`src/rtl/attr_combiner_consts.vh`:
```
// Summary of operation
// - Final Strongly-ordered or Device memory is always marked Outer Shareable.
// - Global bypass of stream mapping uses global control transformation fields.
// - Bypass-type stream entry transforms attributes from its own fields only.
// - Stage 1 with MMU off: stream entry transform, then bank control transform.
// - Stage 1 with MMU on: descriptor supplies the memory attributes.
// - Descriptor attributes override all stream fields except instruction and privilege.
// - Stage 1 with stage 2 bypass: stage 2 attributes from bank attribute register.
// - Nested: stage 2 from bank control when MMU off, tables when on.
// - Initial stage 2 bank: stage 1 skipped, stream-transformed attributes feed stage 2 as nested.
// - Stage 2 only strengthens memory type; stronger of the two wins.
// - Shareability combines by picking the stronger value.
// - Stage 2 allocate hints from bank control when MMU off, descriptor bits when on.
// - With mem_type_cfg 0, Secure transactions still get the nonsecure override.
// - With mem_type_cfg 1, bypass transformation is always applied.
// - Instruction override applies to reads; for writes a fixed parameter choice.
// - Hypervisor contexts offered only when stage1_support is 1.
// - Stage 1 bank with stage 2 bypass is hypervisor bank when its hyp_context_bit is 1.
// - Hypervisor banks are never nested.
// - Allocate cfg: 00 keep, 10 allocate, 11 no-allocate, 01 reserved.
`ifndef ATTR_COMBINER_CONSTS_VH
`define ATTR_COMBINER_CONSTS_VH
// Memory type codes, strongest has the lowest code
`define MT_SO        3'h0
`define MT_DEV       3'h1
`define MT_NC        3'h2
`define MT_WT        3'h3
`define MT_WB        3'h4
// Shareability codes, strongest has the lowest code
`define SH_OSH       2'h0
`define SH_ISH       2'h1
`define SH_NSH       2'h2
// Allocate configuration encodings
`define ALLOC_KEEP   2'h0
`define ALLOC_RSVD   2'h1
`define ALLOC_FORCE  2'h2
`define ALLOC_NONE   2'h3
// Bank formats
`define BT_S1_S2BYP  2'h0
`define BT_S2        2'h1
`define BT_S1_S2     2'h2
// Transformation field group layout: {ns_cfg[1:0],wa[1:0],ra[1:0],mem_type_cfg,mt[2:0],sh_cfg[1:0]}
`define XF_W         12
`define XF_SH_LSB    0
`define XF_MT_LSB    2
`define XF_MEM_TYPE_CFG     5
`define XF_RA_LSB    6
`define XF_WA_LSB    8
`define XF_NS_LSB    10
// Shareability cfg 2'h3 keeps the previous value
`define SHAREABILITY_CFG_KEEP   2'h3
// Nonsecure cfg: 00 keep, 10 secure, 11 nonsecure
`define NS_KEEP      2'h0
`define NS_SEC       2'h2
`define NS_NONSEC    2'h3
// Instruction and privilege cfg: 00 keep, 10 data/unpriv, 11 instr/priv
`define IP_KEEP      2'h0
`define IP_CLR       2'h2
`define IP_SET       2'h3
`endif

```
`src/rtl/memory_attribute_combiner.v`:
```
`timescale 1ns/1ps
`include "attr_combiner_consts.vh"
module memory_attribute_combiner #(
   parameter ADDR_W         = 40,
   parameter INSTR_ON_WRITE = 0
) (
   input  wire                clk_sys,
   input  wire                resetn,
   // Client request
   input  wire                req_valid,
   output wire                req_ready,
   input  wire [ADDR_W-1:0]   req_addr,
   input  wire                req_write,
   input  wire [2:0]          req_mem_type,
   input  wire [1:0]          req_share,
   input  wire                req_ra,
   input  wire                req_wa,
   input  wire                req_ns,
   input  wire                req_instr,
   input  wire                req_priv,
   // Context selection
   input  wire                global_bypass,
   input  wire                entry_bypass,
   input  wire [1:0]          bank_type,
   input  wire                s1_hyp_context_bit,
   input  wire                s2_hyp_context_bit,
   input  wire                stage1_support,
   // Transformation field groups
   input  wire [`XF_W-1:0]    global_control_reg,
   input  wire [`XF_W-1:0]    stream_to_context_entry,
   input  wire [1:0]          instr_fetch_cfg,
   input  wire [1:0]          privilege_cfg,
   input  wire [`XF_W-1:0]    s1_bank_control_reg,
   input  wire                s1_mmu_enable_bit,
   input  wire [`XF_W-1:0]    s2_bank_control_reg,
   input  wire                s2_mmu_enable_bit,
   input  wire [`XF_W-1:0]    bank_attribute_reg,
   // Descriptor results
   input  wire [ADDR_W-1:0]   xlat_addr,
   input  wire [2:0]          s1_desc_mem_type,
   input  wire [1:0]          s1_desc_share,
   input  wire                s1_desc_ra,
   input  wire                s1_desc_wa,
   input  wire                s1_desc_ns,
   input  wire [2:0]          s2_desc_mem_type,
   input  wire [1:0]          s2_desc_share,
   input  wire [1:0]          s2_desc_read_alloc_cfg,
   input  wire [1:0]          s2_desc_write_alloc_cfg,
   // Downstream
   output wire                out_valid,
   input  wire                out_ready,
   output reg  [ADDR_W-1:0]   out_addr,
   output reg                 out_write,
   output reg  [2:0]          out_mem_type,
   output reg  [1:0]          out_share,
   output reg                 out_ra,
   output reg                 out_wa,
   output reg                 out_ns,
   output reg                 out_instr,
   output reg                 out_priv,
   output reg                 out_hyp,
   output reg                 cfg_error
);

   ////////////////////////////////////////////////////////////////////////
   // Helpers
   function [2:0] stronger_mt;
      input [2:0] a;
      input [2:0] b;
      begin
         stronger_mt = (a < b) ? a : b;
      end
   endfunction

   function [1:0] stronger_sh;
      input [1:0] a;
      input [1:0] b;
      begin
         stronger_sh = (a < b) ? a : b;
      end
   endfunction

   function alloc_apply;
      input [1:0] cfg;
      input       prev;
      begin
         case (cfg)
            `ALLOC_FORCE: alloc_apply = 1'b1;
            `ALLOC_NONE:  alloc_apply = 1'b0;
            default:      alloc_apply = prev; // Reserved code keeps the hint
         endcase
      end
   endfunction

   function ip_apply;
      input [1:0] cfg;
      input       prev;
      begin
         case (cfg)
            `IP_SET: ip_apply = 1'b1;
            `IP_CLR: ip_apply = 1'b0;
            default: ip_apply = prev;
         endcase
      end
   endfunction

   // Field extractors for one transformation group
   function [1:0] field_ns;
      input [`XF_W-1:0] f;
      begin
         field_ns = f[`XF_NS_LSB+1:`XF_NS_LSB];
      end
   endfunction

   function [1:0] field_wa;
      input [`XF_W-1:0] f;
      begin
         field_wa = f[`XF_WA_LSB+1:`XF_WA_LSB];
      end
   endfunction

   function [1:0] field_ra;
      input [`XF_W-1:0] f;
      begin
         field_ra = f[`XF_RA_LSB+1:`XF_RA_LSB];
      end
   endfunction

   function field_mem_type_cfg;
      input [`XF_W-1:0] f;
      begin
         field_mem_type_cfg = f[`XF_MEM_TYPE_CFG];
      end
   endfunction

   function [2:0] field_mt;
      input [`XF_W-1:0] f;
      begin
         field_mt = f[`XF_MT_LSB+2:`XF_MT_LSB];
      end
   endfunction

   function [1:0] field_sh;
      input [`XF_W-1:0] f;
      begin
         field_sh = f[`XF_SH_LSB+1:`XF_SH_LSB];
      end
   endfunction

   // Packs {ns,ra,wa,mt,sh} as 8 bits; applies one transformation group
   function [7:0] xform;
      input [`XF_W-1:0] f;
      input [7:0]       a;
      input             use_ns;
      reg   [1:0]       ns_cfg;
      reg   [1:0]       sh_cfg;
      reg               ns_v;
      reg               ra_v;
      reg               wa_v;
      reg   [2:0]       mt_v;
      reg   [1:0]       sh_v;
      reg               xf_ok;
      begin
         ns_cfg = field_ns(f);
         sh_cfg = field_sh(f);
         ns_v   = a[7];
         ra_v   = a[6];
         wa_v   = a[5];
         mt_v   = a[4:2];
         sh_v   = a[1:0];
         // Strong incoming types skip transform unless forced; cheaper than a full remap
         xf_ok  = field_mem_type_cfg(f) || (mt_v > `MT_DEV);
         if (xf_ok) begin
            if (field_mem_type_cfg(f))
               mt_v = field_mt(f);
            ra_v = alloc_apply(field_ra(f), ra_v);
            wa_v = alloc_apply(field_wa(f), wa_v);
            if (sh_cfg != `SHAREABILITY_CFG_KEEP)
               sh_v = sh_cfg;
         end
         // Nonsecure override applies even when the encoding is left alone; secure override only when it is transformed
         if (use_ns && ns_cfg == `NS_NONSEC)
            ns_v = 1'b1;
         else if (use_ns && ns_cfg == `NS_SEC && xf_ok)
            ns_v = 1'b0;
         xform = {ns_v, ra_v, wa_v, mt_v, sh_v};
      end
   endfunction

   ////////////////////////////////////////////////////////////////////////
   // Combining
   wire [7:0] in_attr = {req_ns, req_ra, req_wa, req_mem_type, req_share};
   // Stage 1 descriptor result in the packed order
   wire [7:0] s1_desc_attr = {s1_desc_ns, s1_desc_ra, s1_desc_wa, s1_desc_mem_type, s1_desc_share};

   ////////////////////////////////////////////////////////////////////////
   // Context decode
   wire       is_s1_s2byp = (bank_type == `BT_S1_S2BYP);
   wire       is_s2_only  = (bank_type == `BT_S2);
   wire       is_nested   = (bank_type == `BT_S1_S2);
   wire       xlat_path   = !global_bypass && !entry_bypass;
   wire       hyp_any     = s1_hyp_context_bit || s2_hyp_context_bit;

   reg  [7:0] s1_attr;
   reg  [7:0] fin;
   reg  [2:0] s2_mt;
   reg  [1:0] s2_sh;
   reg  [1:0] s2_ra_cfg;
   reg  [1:0] s2_wa_cfg;
   reg        instr_v;
   reg        priv_v;
   reg        hyp_v;
   reg        err_v;

   ////////////////////////////////////////////////////////////////////////
   // Stage 1 result
   // a stage 2 initial bank keeps the stream-transformed attributes
   always @* begin
      s1_attr = xform(stream_to_context_entry, in_attr, 1'b1);
      if (!is_s2_only) begin
         if (s1_mmu_enable_bit)
            s1_attr = s1_desc_attr;
         else
            s1_attr = xform(s1_bank_control_reg, s1_attr, 1'b1);
      end
   end

   ////////////////////////////////////////////////////////////////////////
   // Stage 2 source selection
   always @* begin
      if (is_s1_s2byp) begin
         s2_mt     = field_mt(bank_attribute_reg);
         s2_sh     = field_sh(bank_attribute_reg);
         s2_ra_cfg = field_ra(bank_attribute_reg);
         s2_wa_cfg = field_wa(bank_attribute_reg);
      end else if (s2_mmu_enable_bit) begin
         s2_mt     = s2_desc_mem_type;
         s2_sh     = s2_desc_share;
         s2_ra_cfg = s2_desc_read_alloc_cfg;
         s2_wa_cfg = s2_desc_write_alloc_cfg;
      end else begin
         s2_mt     = field_mt(s2_bank_control_reg);
         s2_sh     = field_sh(s2_bank_control_reg);
         s2_ra_cfg = field_ra(s2_bank_control_reg);
         s2_wa_cfg = field_wa(s2_bank_control_reg);
      end
      // Keep code at stage 2 means no shareability demand
      if (s2_sh == `SHAREABILITY_CFG_KEEP)
         s2_sh = `SH_NSH;
   end

   ////////////////////////////////////////////////////////////////////////
   // Final attributes
   always @* begin
      fin = in_attr;
      if (global_bypass) begin
         fin = xform(global_control_reg, in_attr, 1'b1);
      end else if (entry_bypass) begin
         fin = xform(stream_to_context_entry, in_attr, 1'b1);
      end else begin
         fin[7]   = s1_attr[7];
         fin[6]   = alloc_apply(s2_ra_cfg, s1_attr[6]);
         fin[5]   = alloc_apply(s2_wa_cfg, s1_attr[5]);
         fin[4:2] = stronger_mt(s1_attr[4:2], s2_mt);
         fin[1:0] = stronger_sh(s1_attr[1:0], s2_sh);
      end
      if (fin[4:2] <= `MT_DEV)
         fin[1:0] = `SH_OSH;
   end

   ////////////////////////////////////////////////////////////////////////
   // Permission attributes, translated path only
   always @* begin
      instr_v = req_instr;
      priv_v  = req_priv;
      if (xlat_path) begin
         // Instruction writes are optional, so writes keep their marking by default
         if (!req_write || INSTR_ON_WRITE != 0)
            instr_v = ip_apply(instr_fetch_cfg, req_instr);
         priv_v = ip_apply(privilege_cfg, req_priv);
      end
   end

   ////////////////////////////////////////////////////////////////////////
   // Hypervisor marking and nesting check
   always @* begin
      hyp_v = 1'b0;
      err_v = 1'b0;
      if (xlat_path) begin
         hyp_v = stage1_support && is_s1_s2byp && s1_hyp_context_bit;
         err_v = is_nested && hyp_any;
      end
   end

   ////////////////////////////////////////////////////////////////////////
   // Final attribute fields
   wire       fin_ns = fin[7];
   wire       fin_ra = fin[6];
   wire       fin_wa = fin[5];
   wire [2:0] fin_mt = fin[4:2];
   wire [1:0] fin_sh = fin[1:0];

   ////////////////////////////////////////////////////////////////////////
   // Output stage, one slot
   // A stalled slot drops req_ready, so the client holds its request
   reg valid_reg;
   assign out_valid = valid_reg;
   assign req_ready = !valid_reg || out_ready;

   always @(posedge clk_sys) begin
      if (!resetn) begin
         valid_reg    <= 1'b0;
         out_addr     <= {ADDR_W{1'b0}};
         out_write    <= 1'b0;
         out_mem_type <= `MT_SO;
         out_share    <= `SH_OSH;
         out_ra       <= 1'b0;
         out_wa       <= 1'b0;
         out_ns       <= 1'b0;
         out_instr    <= 1'b0;
         out_priv     <= 1'b0;
         out_hyp      <= 1'b0;
         cfg_error    <= 1'b0;
      end else if (req_ready) begin
         valid_reg <= req_valid;
         if (req_valid) begin
            out_addr     <= xlat_path ? xlat_addr : req_addr;
            out_write    <= req_write;
            out_mem_type <= fin_mt;
            out_share    <= fin_sh;
            out_ra       <= fin_ra;
            out_wa       <= fin_wa;
            out_ns       <= fin_ns;
            out_instr    <= instr_v;
            out_priv     <= priv_v;
            out_hyp      <= hyp_v;
            cfg_error    <= err_v;
         end
      end
   end

endmodule // memory_attribute_combiner

```
`config.mk`:
```
export PLATFORM = sky130hd
export DESIGN_NAME = memory_attribute_combiner
export DESIGN_NICKNAME = d
export VERILOG_FILES = /design/src/rtl/memory_attribute_combiner.v
export VERILOG_INCLUDE_DIRS = /design/src /design/src/rtl
export SDC_FILE = /design/constraint.sdc
export NUM_CORES = 1
export LEC_CHECK = 0
export BUFFER_PORTS_ARGS = -buffer_cell sky130_fd_sc_hd__clkbuf_2
export CORE_AREA = 3 3 95 106
export DETAILED_ROUTE_END_ITERATION = 12
export DIE_AREA = 0 0 98 109
export GPL_ROUTABILITY_DRIVEN = 0
export PLACE_DENSITY = 0.77
export SYNTH_ARGS = -nofsm -noshare
export SYNTH_HDL_FRONTEND = slang
export SYNTH_SLANG_ARGS = --single-unit
```
`constraint.sdc`:
```
create_clock -name clk_sys -period 2.43 [get_ports clk_sys]
set_input_delay 0.486 -clock clk_sys [delete_from_list [all_inputs] [get_ports clk_sys]]
set_output_delay 0.486 -clock clk_sys [all_outputs]
set_load 0.05 [all_outputs]
```
==> results.md, run 1 <==
- Fin worst setup slack: 0.0721 ns
- Status: finished, final reports clean
- Max-slew violation count: 0
- Syn_area_per_cell: 7.71 um2
- Synth area leaders: dfxtp_1 (32%), o211a_1 (13%), o21ai_0 (8.0%)
- First-pass GRT wire length: 19,600 um
- Pin count of the biggest net entering global routing: 53
- WL final: 12,800 um
- Crit share post-route: 97.0%
- All-Layer GR Usage: 22.4%
- Die X: 98 um
- Chip Height: 109 um
- Gr busiest metal: met2
- Post-route insts no fill: 794
- Combinational fraction of design power: 39.2%
- XOR/XNOR Fraction of Synth Area: 0%
- Synth-to-layout area growth: 48.0%
- Synthesis warning total: 0
- Synth Area in Compound Gates: 32.5%
- Most frequent cell after synthesis: nand2_1
- Clk buf depth: 2
- Hold-critical path depth: 3
- Met2 Use GR: 40.9%
- Layout Nets: 868
- Max-slew headroom: 59.7%
- Top FF cell, synth: dfxtp_1
- EDFF count, synth: 0
- Initial antenna violation count: 0
- Hold-fix buffers at CTS: 0
- Peak supply drop: 0.358 mV
- HPWL reported at the end of detailed placement: 9910 um
- Sequential share of power: 40.0%
- Distinct cells, synth: 50
- H-tree levels: 2
- Worst hold endpoint: out_write
- Post-Synth Adder-Cell Area: 1.46%
- Power Density: 489 nW/um2
- Row count: 36
- Mapped cell area: 3420 um2
- Remaining Overflow, GRT: 0
- Clk slew on worst S/H paths: 0.09 ns
- Endpoints failing setup: 0
- R2R Path Start: out_valid
- Clk Tree Root Cell: clkbuf_8
- Largest family of logic cells by synthesized area: compound AO/OA/AOI/OAI gates
- Finished Core Util: 56.5%
- Placed Cells: 784
- CP Class: input port to flop
- Fill count: 857
- Worst-skew pair later-pin latency: 0.31 ns
- Vias per std cell: 5.49
- Sw Share: 37.3%
- Worst path most repeated cell: nor3_2
- Initial Util: 38.2%
- Dominant cell type by area after synthesis: dfxtp_1
- CTS tree: done
- IO Port Bufs: 233
- Synth top area share: 31.6%
- DRC: 0
- GRT met3 Usage: 5.25%
- Max cap viols: 0
- Top cells by count, synth: nand2_1 (64), o21ai_0 (55), dfxtp_1 (54)
- Initial DRC count: 184
- Internal reg-to-reg setup slack: 0.87 ns
- Mux contribution to synthesized area: 6.98%
- Worst setup EP type: flop
- Overall power: 2480 uW
- First-pass DRT Iterations: 4
- Max Freq: 424 MHz
- Routed via count: 4,357
- Ys async rst share: 0%
- Post-Syn Nets: 633
- Ports: 240
- Final min period: 2.36 ns
- Pre-CTS setup slack: -0.287 ns
- Number of global-route vias before repair: 4,230
- Hold Crit Class: input port to flop
- Layout Skew: 0.00536 ns
- Seq/Total Area, Yosys: 31.6%
- Cells along the critical path: clkbuf_4 > mux2_4 > a21oi_4 > nor3_2 > ha_1 > a21o_1 > a311oi_2 > a21oi_1 > mux2i_1 > nor3_2 > a211oi_2
- Hold_ws: 0.430 ns
- Leak: 0.00283 uW
- Critical Path RT: 2.63 ns
- Slowest stage delay, CP: 0.33 ns
- Clock power share: 20.7%
- Simple-gate share of the synthesized area: 21.8%
- DIE AREA: 10,700 um2
- Layout cells sized above 1: 44.4%
- Routed WL per cell: 16.1 um
- CTS sink count: 54
- GRT met1 Usage: 24.0%
- Post-route ant nets: 0
- Mapped Cells: 444
- R2R Path End: out_addr[12]
- CP Launch Type: input port
- Crit-path slowest cell: mux2_4
- CORE AREA: 8960 um2
- Worst Tran Pin Value: 0.605 ns
- Internal power: 1560 uW
- WP data arrival: 2.55 ns
- Number of synthesized register bits: 54
- Final hold viol count: 0
- Antenna Cells: 0
- HP Start: req_write
- Num CTS Buffers: 5
- Worst-path maximum fanout: 5
- Psw: 924 uW
- Cell count of the worst reg-to-reg path: 5
critical path, delay by kind of cell:
family / cells / cell delay [ns]
AO/OA/AOI/OAI: 5 / 0.83
multiplexers: 2 / 0.49
adder cells (fa/ha/maj): 1 / 0.31
AND/OR/NAND/NOR: 2 / 0.29
buffers and inverters: 1 / 0.15
layout make-up:
type	count	area, um2	area share [%]
Multi-Input combinational cell	341	2250	44.5
Timing Repair Buffer	269	1470	29.0
Sequential cell	54	1080	21.3
Tap cell	114	143	2.82
Clock buffer	7	86.3	1.70
Inverter	8	30.0	0.593
Clock inverter	1	5.00	0.0988
what timing repair did:
item                       CTS  global route
setup endpoints to repair    0             3
gates resized for setup      0            14
buffers inserted             0             2
power by group through the flow:
| stage | Combinational (uW) | Sequential (uW) | Clock (uW) |
|---|---|---|---|
| after floorplan | 360 | 1250 | 0 |
| after global placement | 928 | 1010 | 0 |
| after detailed placement | 948 | 1010 | 0 |
| after CTS | 951 | 993 | 541 |
| after global routing | 1050 | 1000 | 567 |
| final | 973 | 993 | 515 |
cells in the final DEF (no fill, tap or decap), types with 5 or more instances in the layout:
master,synthesis,routed
o21ai_0,55,55
a31oi_1,7,7
nand2_1,64,64
o211a_1,43,43
nand2b_1,6,5
nand3_1,46,46
a21oi_1,15,14
dfxtp_1,54,54
clkbuf_8,0,6
o21ai_1,7,7
inv_1,8,8
buf_4,1,33
clkbuf_2,0,232
nor2_1,11,10
mux2i_1,16,14
how the worst max path moves through the flow:
| stage | start | to | slack [ns] | cells past startpoint |
|---|---|---|---|---|
| 2_1_floorplan | stream_to_context_entry[5] | out_share[0] | -0.04 | 12 |
| 3_3_place_gp | bank_type[0] | out_share[0] | -0.21 | 11 |
| 3_5_place_dp | bank_type[0] | out_share[0] | -0.29 | 11 |
| 4_1_cts | bank_type[0] | out_share[0] | 0.07 | 11 |
| 5_1_grt | stream_to_context_entry[5] | out_share[0] | -0.02 | 11 |
| 6_report | stream_to_context_entry[5] | out_share[0] | 0.07 | 11 |
metal layers:
layer | part of all wire, % | wire, um
met1 | 37 | 4710
met2 | 51 | 6510
met3 | 8.2 | 1050
met4 | 4.2 | 543
met5 | 0 | 0
registers in the layout, summed over array words and instances (netlist names):
register      count
out_share         2
out_write         1
out_priv          1
out_valid         1
out_instr         1
out_addr         40
out_hyp           1
out_ns            1
out_wa            1
cfg_error         1
out_ra            1
out_mem_type      3
stage by stage:
step                      setup TNS [ns]  cell area (um2)
after global routing             -0.0321             5070
final                                  0             5070
after floorplan                  -0.0407             3480
after CTS                              0             4980
after detailed placement          -0.956             4890
after global placement            -0.536             4890
cell families after synthesis:
group	Yosys count
compound gates	158
simple gates	156
flops	54
buf+inv	49
mux	23
fa+ha+maj	4
Note: power is estimated with default switching activity, not from simulation.
==> inputs of run 2 (changes only) <==
--- a/config.mk
+++ b/config.mk
@@ -6,12 +6,13 @@
 export SDC_FILE = /design/constraint.sdc
 export NUM_CORES = 1
 export LEC_CHECK = 0
+export ABC_AREA = 1
 export BUFFER_PORTS_ARGS = -buffer_cell sky130_fd_sc_hd__clkbuf_2
-export CORE_AREA = 3 3 95 106
+export CORE_AREA = 3 3 94 105
 export DETAILED_ROUTE_END_ITERATION = 12
-export DIE_AREA = 0 0 98 109
+export DIE_AREA = 0 0 97 108
 export GPL_ROUTABILITY_DRIVEN = 0
-export PLACE_DENSITY = 0.77
+export PLACE_DENSITY = 0.76
 export SYNTH_ARGS = -nofsm -noshare
 export SYNTH_HDL_FRONTEND = slang
 export SYNTH_SLANG_ARGS = --single-unit
==> results.md, run 2 <==
- Status: finished, final reports clean
- Power Density: 547 nW/um2 (+12%)
- Max Freq: 478 MHz (+13%)
- Distinct cells, synth: 36 (-28%)
- Endpoints failing setup: 0 (unchanged)
- CP Launch Type: input port
- WP data arrival: 2.28 ns (-0.27 ns)
- Max-slew violation count: 0 (unchanged)
- Worst-path maximum fanout: 7 (+2)
- Max-slew headroom: 53.2% (-6.5 points)
- Commonest non-fill, non-tap cells in the layout: clkbuf_2 (233), nand2_1 (119), a21oi_1 (114)
- Layout Skew: 0.00641 ns (+0.00106 ns)
- Initial Util: 36.5% (-1.7 points)
- Remaining Overflow, GRT: 0 (unchanged)
- Fill count: 918 (+7.1%)
- EDFF count, synth: 0 (unchanged)
- Row count: 36 (unchanged)
- Area occupied by multi-input gates: 1850 um2 (-18%)
- Cell count of the worst reg-to-reg path: 7 (+2)
- Syn_area_per_cell: 6.46 um2 (-16%)
- Hold-critical path depth: 3 (unchanged)
- Ys async rst share: 0% (unchanged)
- Hold Crit Class: input port to flop
- Initial DRC count: 176 (-4.3%)
- R2R Path Start: out_valid
- DRC: 0 (unchanged)
- Worst setup EP type: flop
- Clk slew on worst S/H paths: 0.11 ns (+0.02 ns)
- Critical Path RT: 2.62 ns (about the same)
- Number of global-route vias before repair: 4,165 (-1.5%)
- Leak: 0.00246 uW (-13%)
- Largest register FFs: 40 (unchanged)
- Top FF cell, synth: dfxtp_1
- Top cells by count, synth: nand2_1 (120), a21oi_1 (114), o21ai_0 (66)
- CP Class: input port to flop
- Biggest register: out_addr
- Regs by FF count: out_addr: 40 flops, out_mem_type: 3 flops, out_share: 2 flops
- Final hold viol count: 0 (unchanged)
- First-pass DRT Iterations: 5 (+1)
- Post-route ant nets: 0 (unchanged)
- CORE AREA: 8870 um2 (-1.0%)
- HPWL reported at the end of detailed placement: 9550 um (-3.7%)
- Vias per std cell: 5.17 (-5.9%)
- CTS tree: done
- Internal reg-to-reg setup slack: 0.79 ns (-0.08 ns)
- Initial antenna violation count: 0 (unchanged)
- WL final: 12,000 um (-6.2%)
- First-pass GRT wire length: 18,800 um (-4.0%)
- Gates resized, CTS repair: 0 (unchanged)
- Pin count of the biggest net entering global routing: 51 (-3.8%)
- Post-Syn Nets: 690 (+9.0%)
- Crit share post-route: 86.1% (-11 points)
- Routed WL per cell: 14.3 um (-11%)
- Layout Nets: 914 (+5.3%)
- DIE AREA: 10,500 um2 (-1.9%)
- Antenna Cells: 0 (unchanged)
- Synthesis warning total: 0 (unchanged)
- H-tree levels: 2 (unchanged)
- Peak supply drop: 0.306 mV (-14%)
- Setup tns final: 0 ns (unchanged)
- Die X: 97 um (-1.0%)
- Clk buf depth: 2 (unchanged)
- Hold_ws: 0.397 ns (-0.0329 ns)
- R2R Path End: out_share[1]
- Most frequent cell after synthesis: nand2_1
- Commonest non-fill, non-tap cell in the layout: clkbuf_2
- Routed via count: 4,339 (-0.41%)
- Dominant cell type by area after synthesis: dfxtp_1
- Max cap viols: 0 (unchanged)
- All-Layer GR Usage: 21.3% (-1.1 points)
- Unrepaired setup endpoints after global routing: no
- Worst Tran Pin Value: 0.702 ns (+0.0969 ns)
- Post-CTS setup repair buffer count: 0 (unchanged)
- Synth area leaders: dfxtp_1 (33%), a21oi_1 (18%), nand2_1 (14%)
- Clk Tree Root Cell: clkbuf_8
- Worst-skew pair later-pin latency: 0.30 ns (about the same)
- Reg area: 1080 um2 (unchanged)
- Number of synthesized register bits: 54 (unchanged)
- Layout cells sized above 1: 38.3% (-6.1 points)
- IO Port Bufs: 233 (unchanged)
- Mapped Cells: 501 (+13%)
- HP Start: xlat_addr[17]
- Ports: 240 (unchanged)
- Mapped cell area: 3240 um2 (-5.4%)
- Num CTS Buffers: 5 (unchanged)
- Hold-fix buffers at CTS: 0 (unchanged)
- Seq/Total Area, Yosys: 33.4% (+1.8 points)
- Chip Height: 108 um (-0.92%)
- CP Launch Point: stream_to_context_entry[5]
- Final min period: 2.09 ns (-0.266 ns)
- Worst hold endpoint: out_addr[17]
- CTS sink count: 54 (unchanged)
- Synth-to-layout area growth: 43.0%
- Synth top area share: 33.4% (+1.8 points)
==> run 2: changes by cell type in the layout (fill, tap and decap cells not counted), sizes merged, moves of 16 or more <==
cell / before / now
a21oi: 16 / 118
mux2i: 16 / 0
inv: 8 / 45
o211a: 43 / 0
buf: 36 / 12
nand2: 64 / 128
nand3: 46 / 13
==> run 2: how the worst max path moves through the flow <==
stage	endpoint	slack (ns)	depth (start not counted)
6_report	out_share[1]	0.34	13
5_1_grt	out_share[1]	0.03	16
4_1_cts	out_share[0]	0.37	16
3_5_place_dp	out_share[0]	0.05	13
3_3_place_gp	out_share[0]	0.05	16
2_1_floorplan	out_share[1]	0.34	13
==> run 2: cell families after synthesis <==
family	share of synthesized area (%)
adder cells (fa/ha/maj)	1.55
flip-flops	33.4
AND/OR/NAND/NOR	20.6
buffers and inverters	9.55
AO/OA/AOI/OAI	34.9
==> run 2: per-stage QoR <==
step	area (um2)	util (%)	cells	setup slack, ns	total power, uW
floorplan	3240	-	501	0.345	1600
global placement	4510	50.8	832	0.0528	1900
detailed placement	4510	50.8	832	0.0534	1920
CTS	4630	52.1	840	0.373	2560
global route	4630	52.1	840	0.0267	2680
finish	4630	52.1	840	0.338	2530
==> run 2: routing by layer <==
metal	vias up	GRT usage (%)	part of all wire, %
li1	2143	-	-
met1	1983	24.6	41
met2	197	39.8	51
met3	16	4.84	7.4
met4	0	5.32	1.2
met5	-	0	0
==> run 2: power breakdown <==
part	leakage, uW	internal, uW	total (uW)	switching (uW)
Clock	0.0000563	315	635	320
Combinational	0.00195	293	904	611
Sequential	0.000448	958	994	35.9
==> run 2: worst max-delay path, stage by stage <==
cell and delay, ns:
clkbuf_2 0.13, o21ai_0 0.27, nand2_1 0.10, nand3_1 0.08
nand2_1 0.07, nand2_1 0.07, ha_1 0.24, a21oi_1 0.29
nand3_1 0.15, a21oi_2 0.18, nand3_2 0.10, nand2_1 0.07
a21oi_1 0.05
==> run 2: layout make-up <==
type	instances	share of cell area [%]
Timing Repair Buffer	245	27.1
Inverter	45	3.81
Sequential cell	54	23.4
Multi-Input combinational cell	374	40.0
Clock buffer	5	1.49
Clock inverter	3	1.05
Tap cell	114	3.08
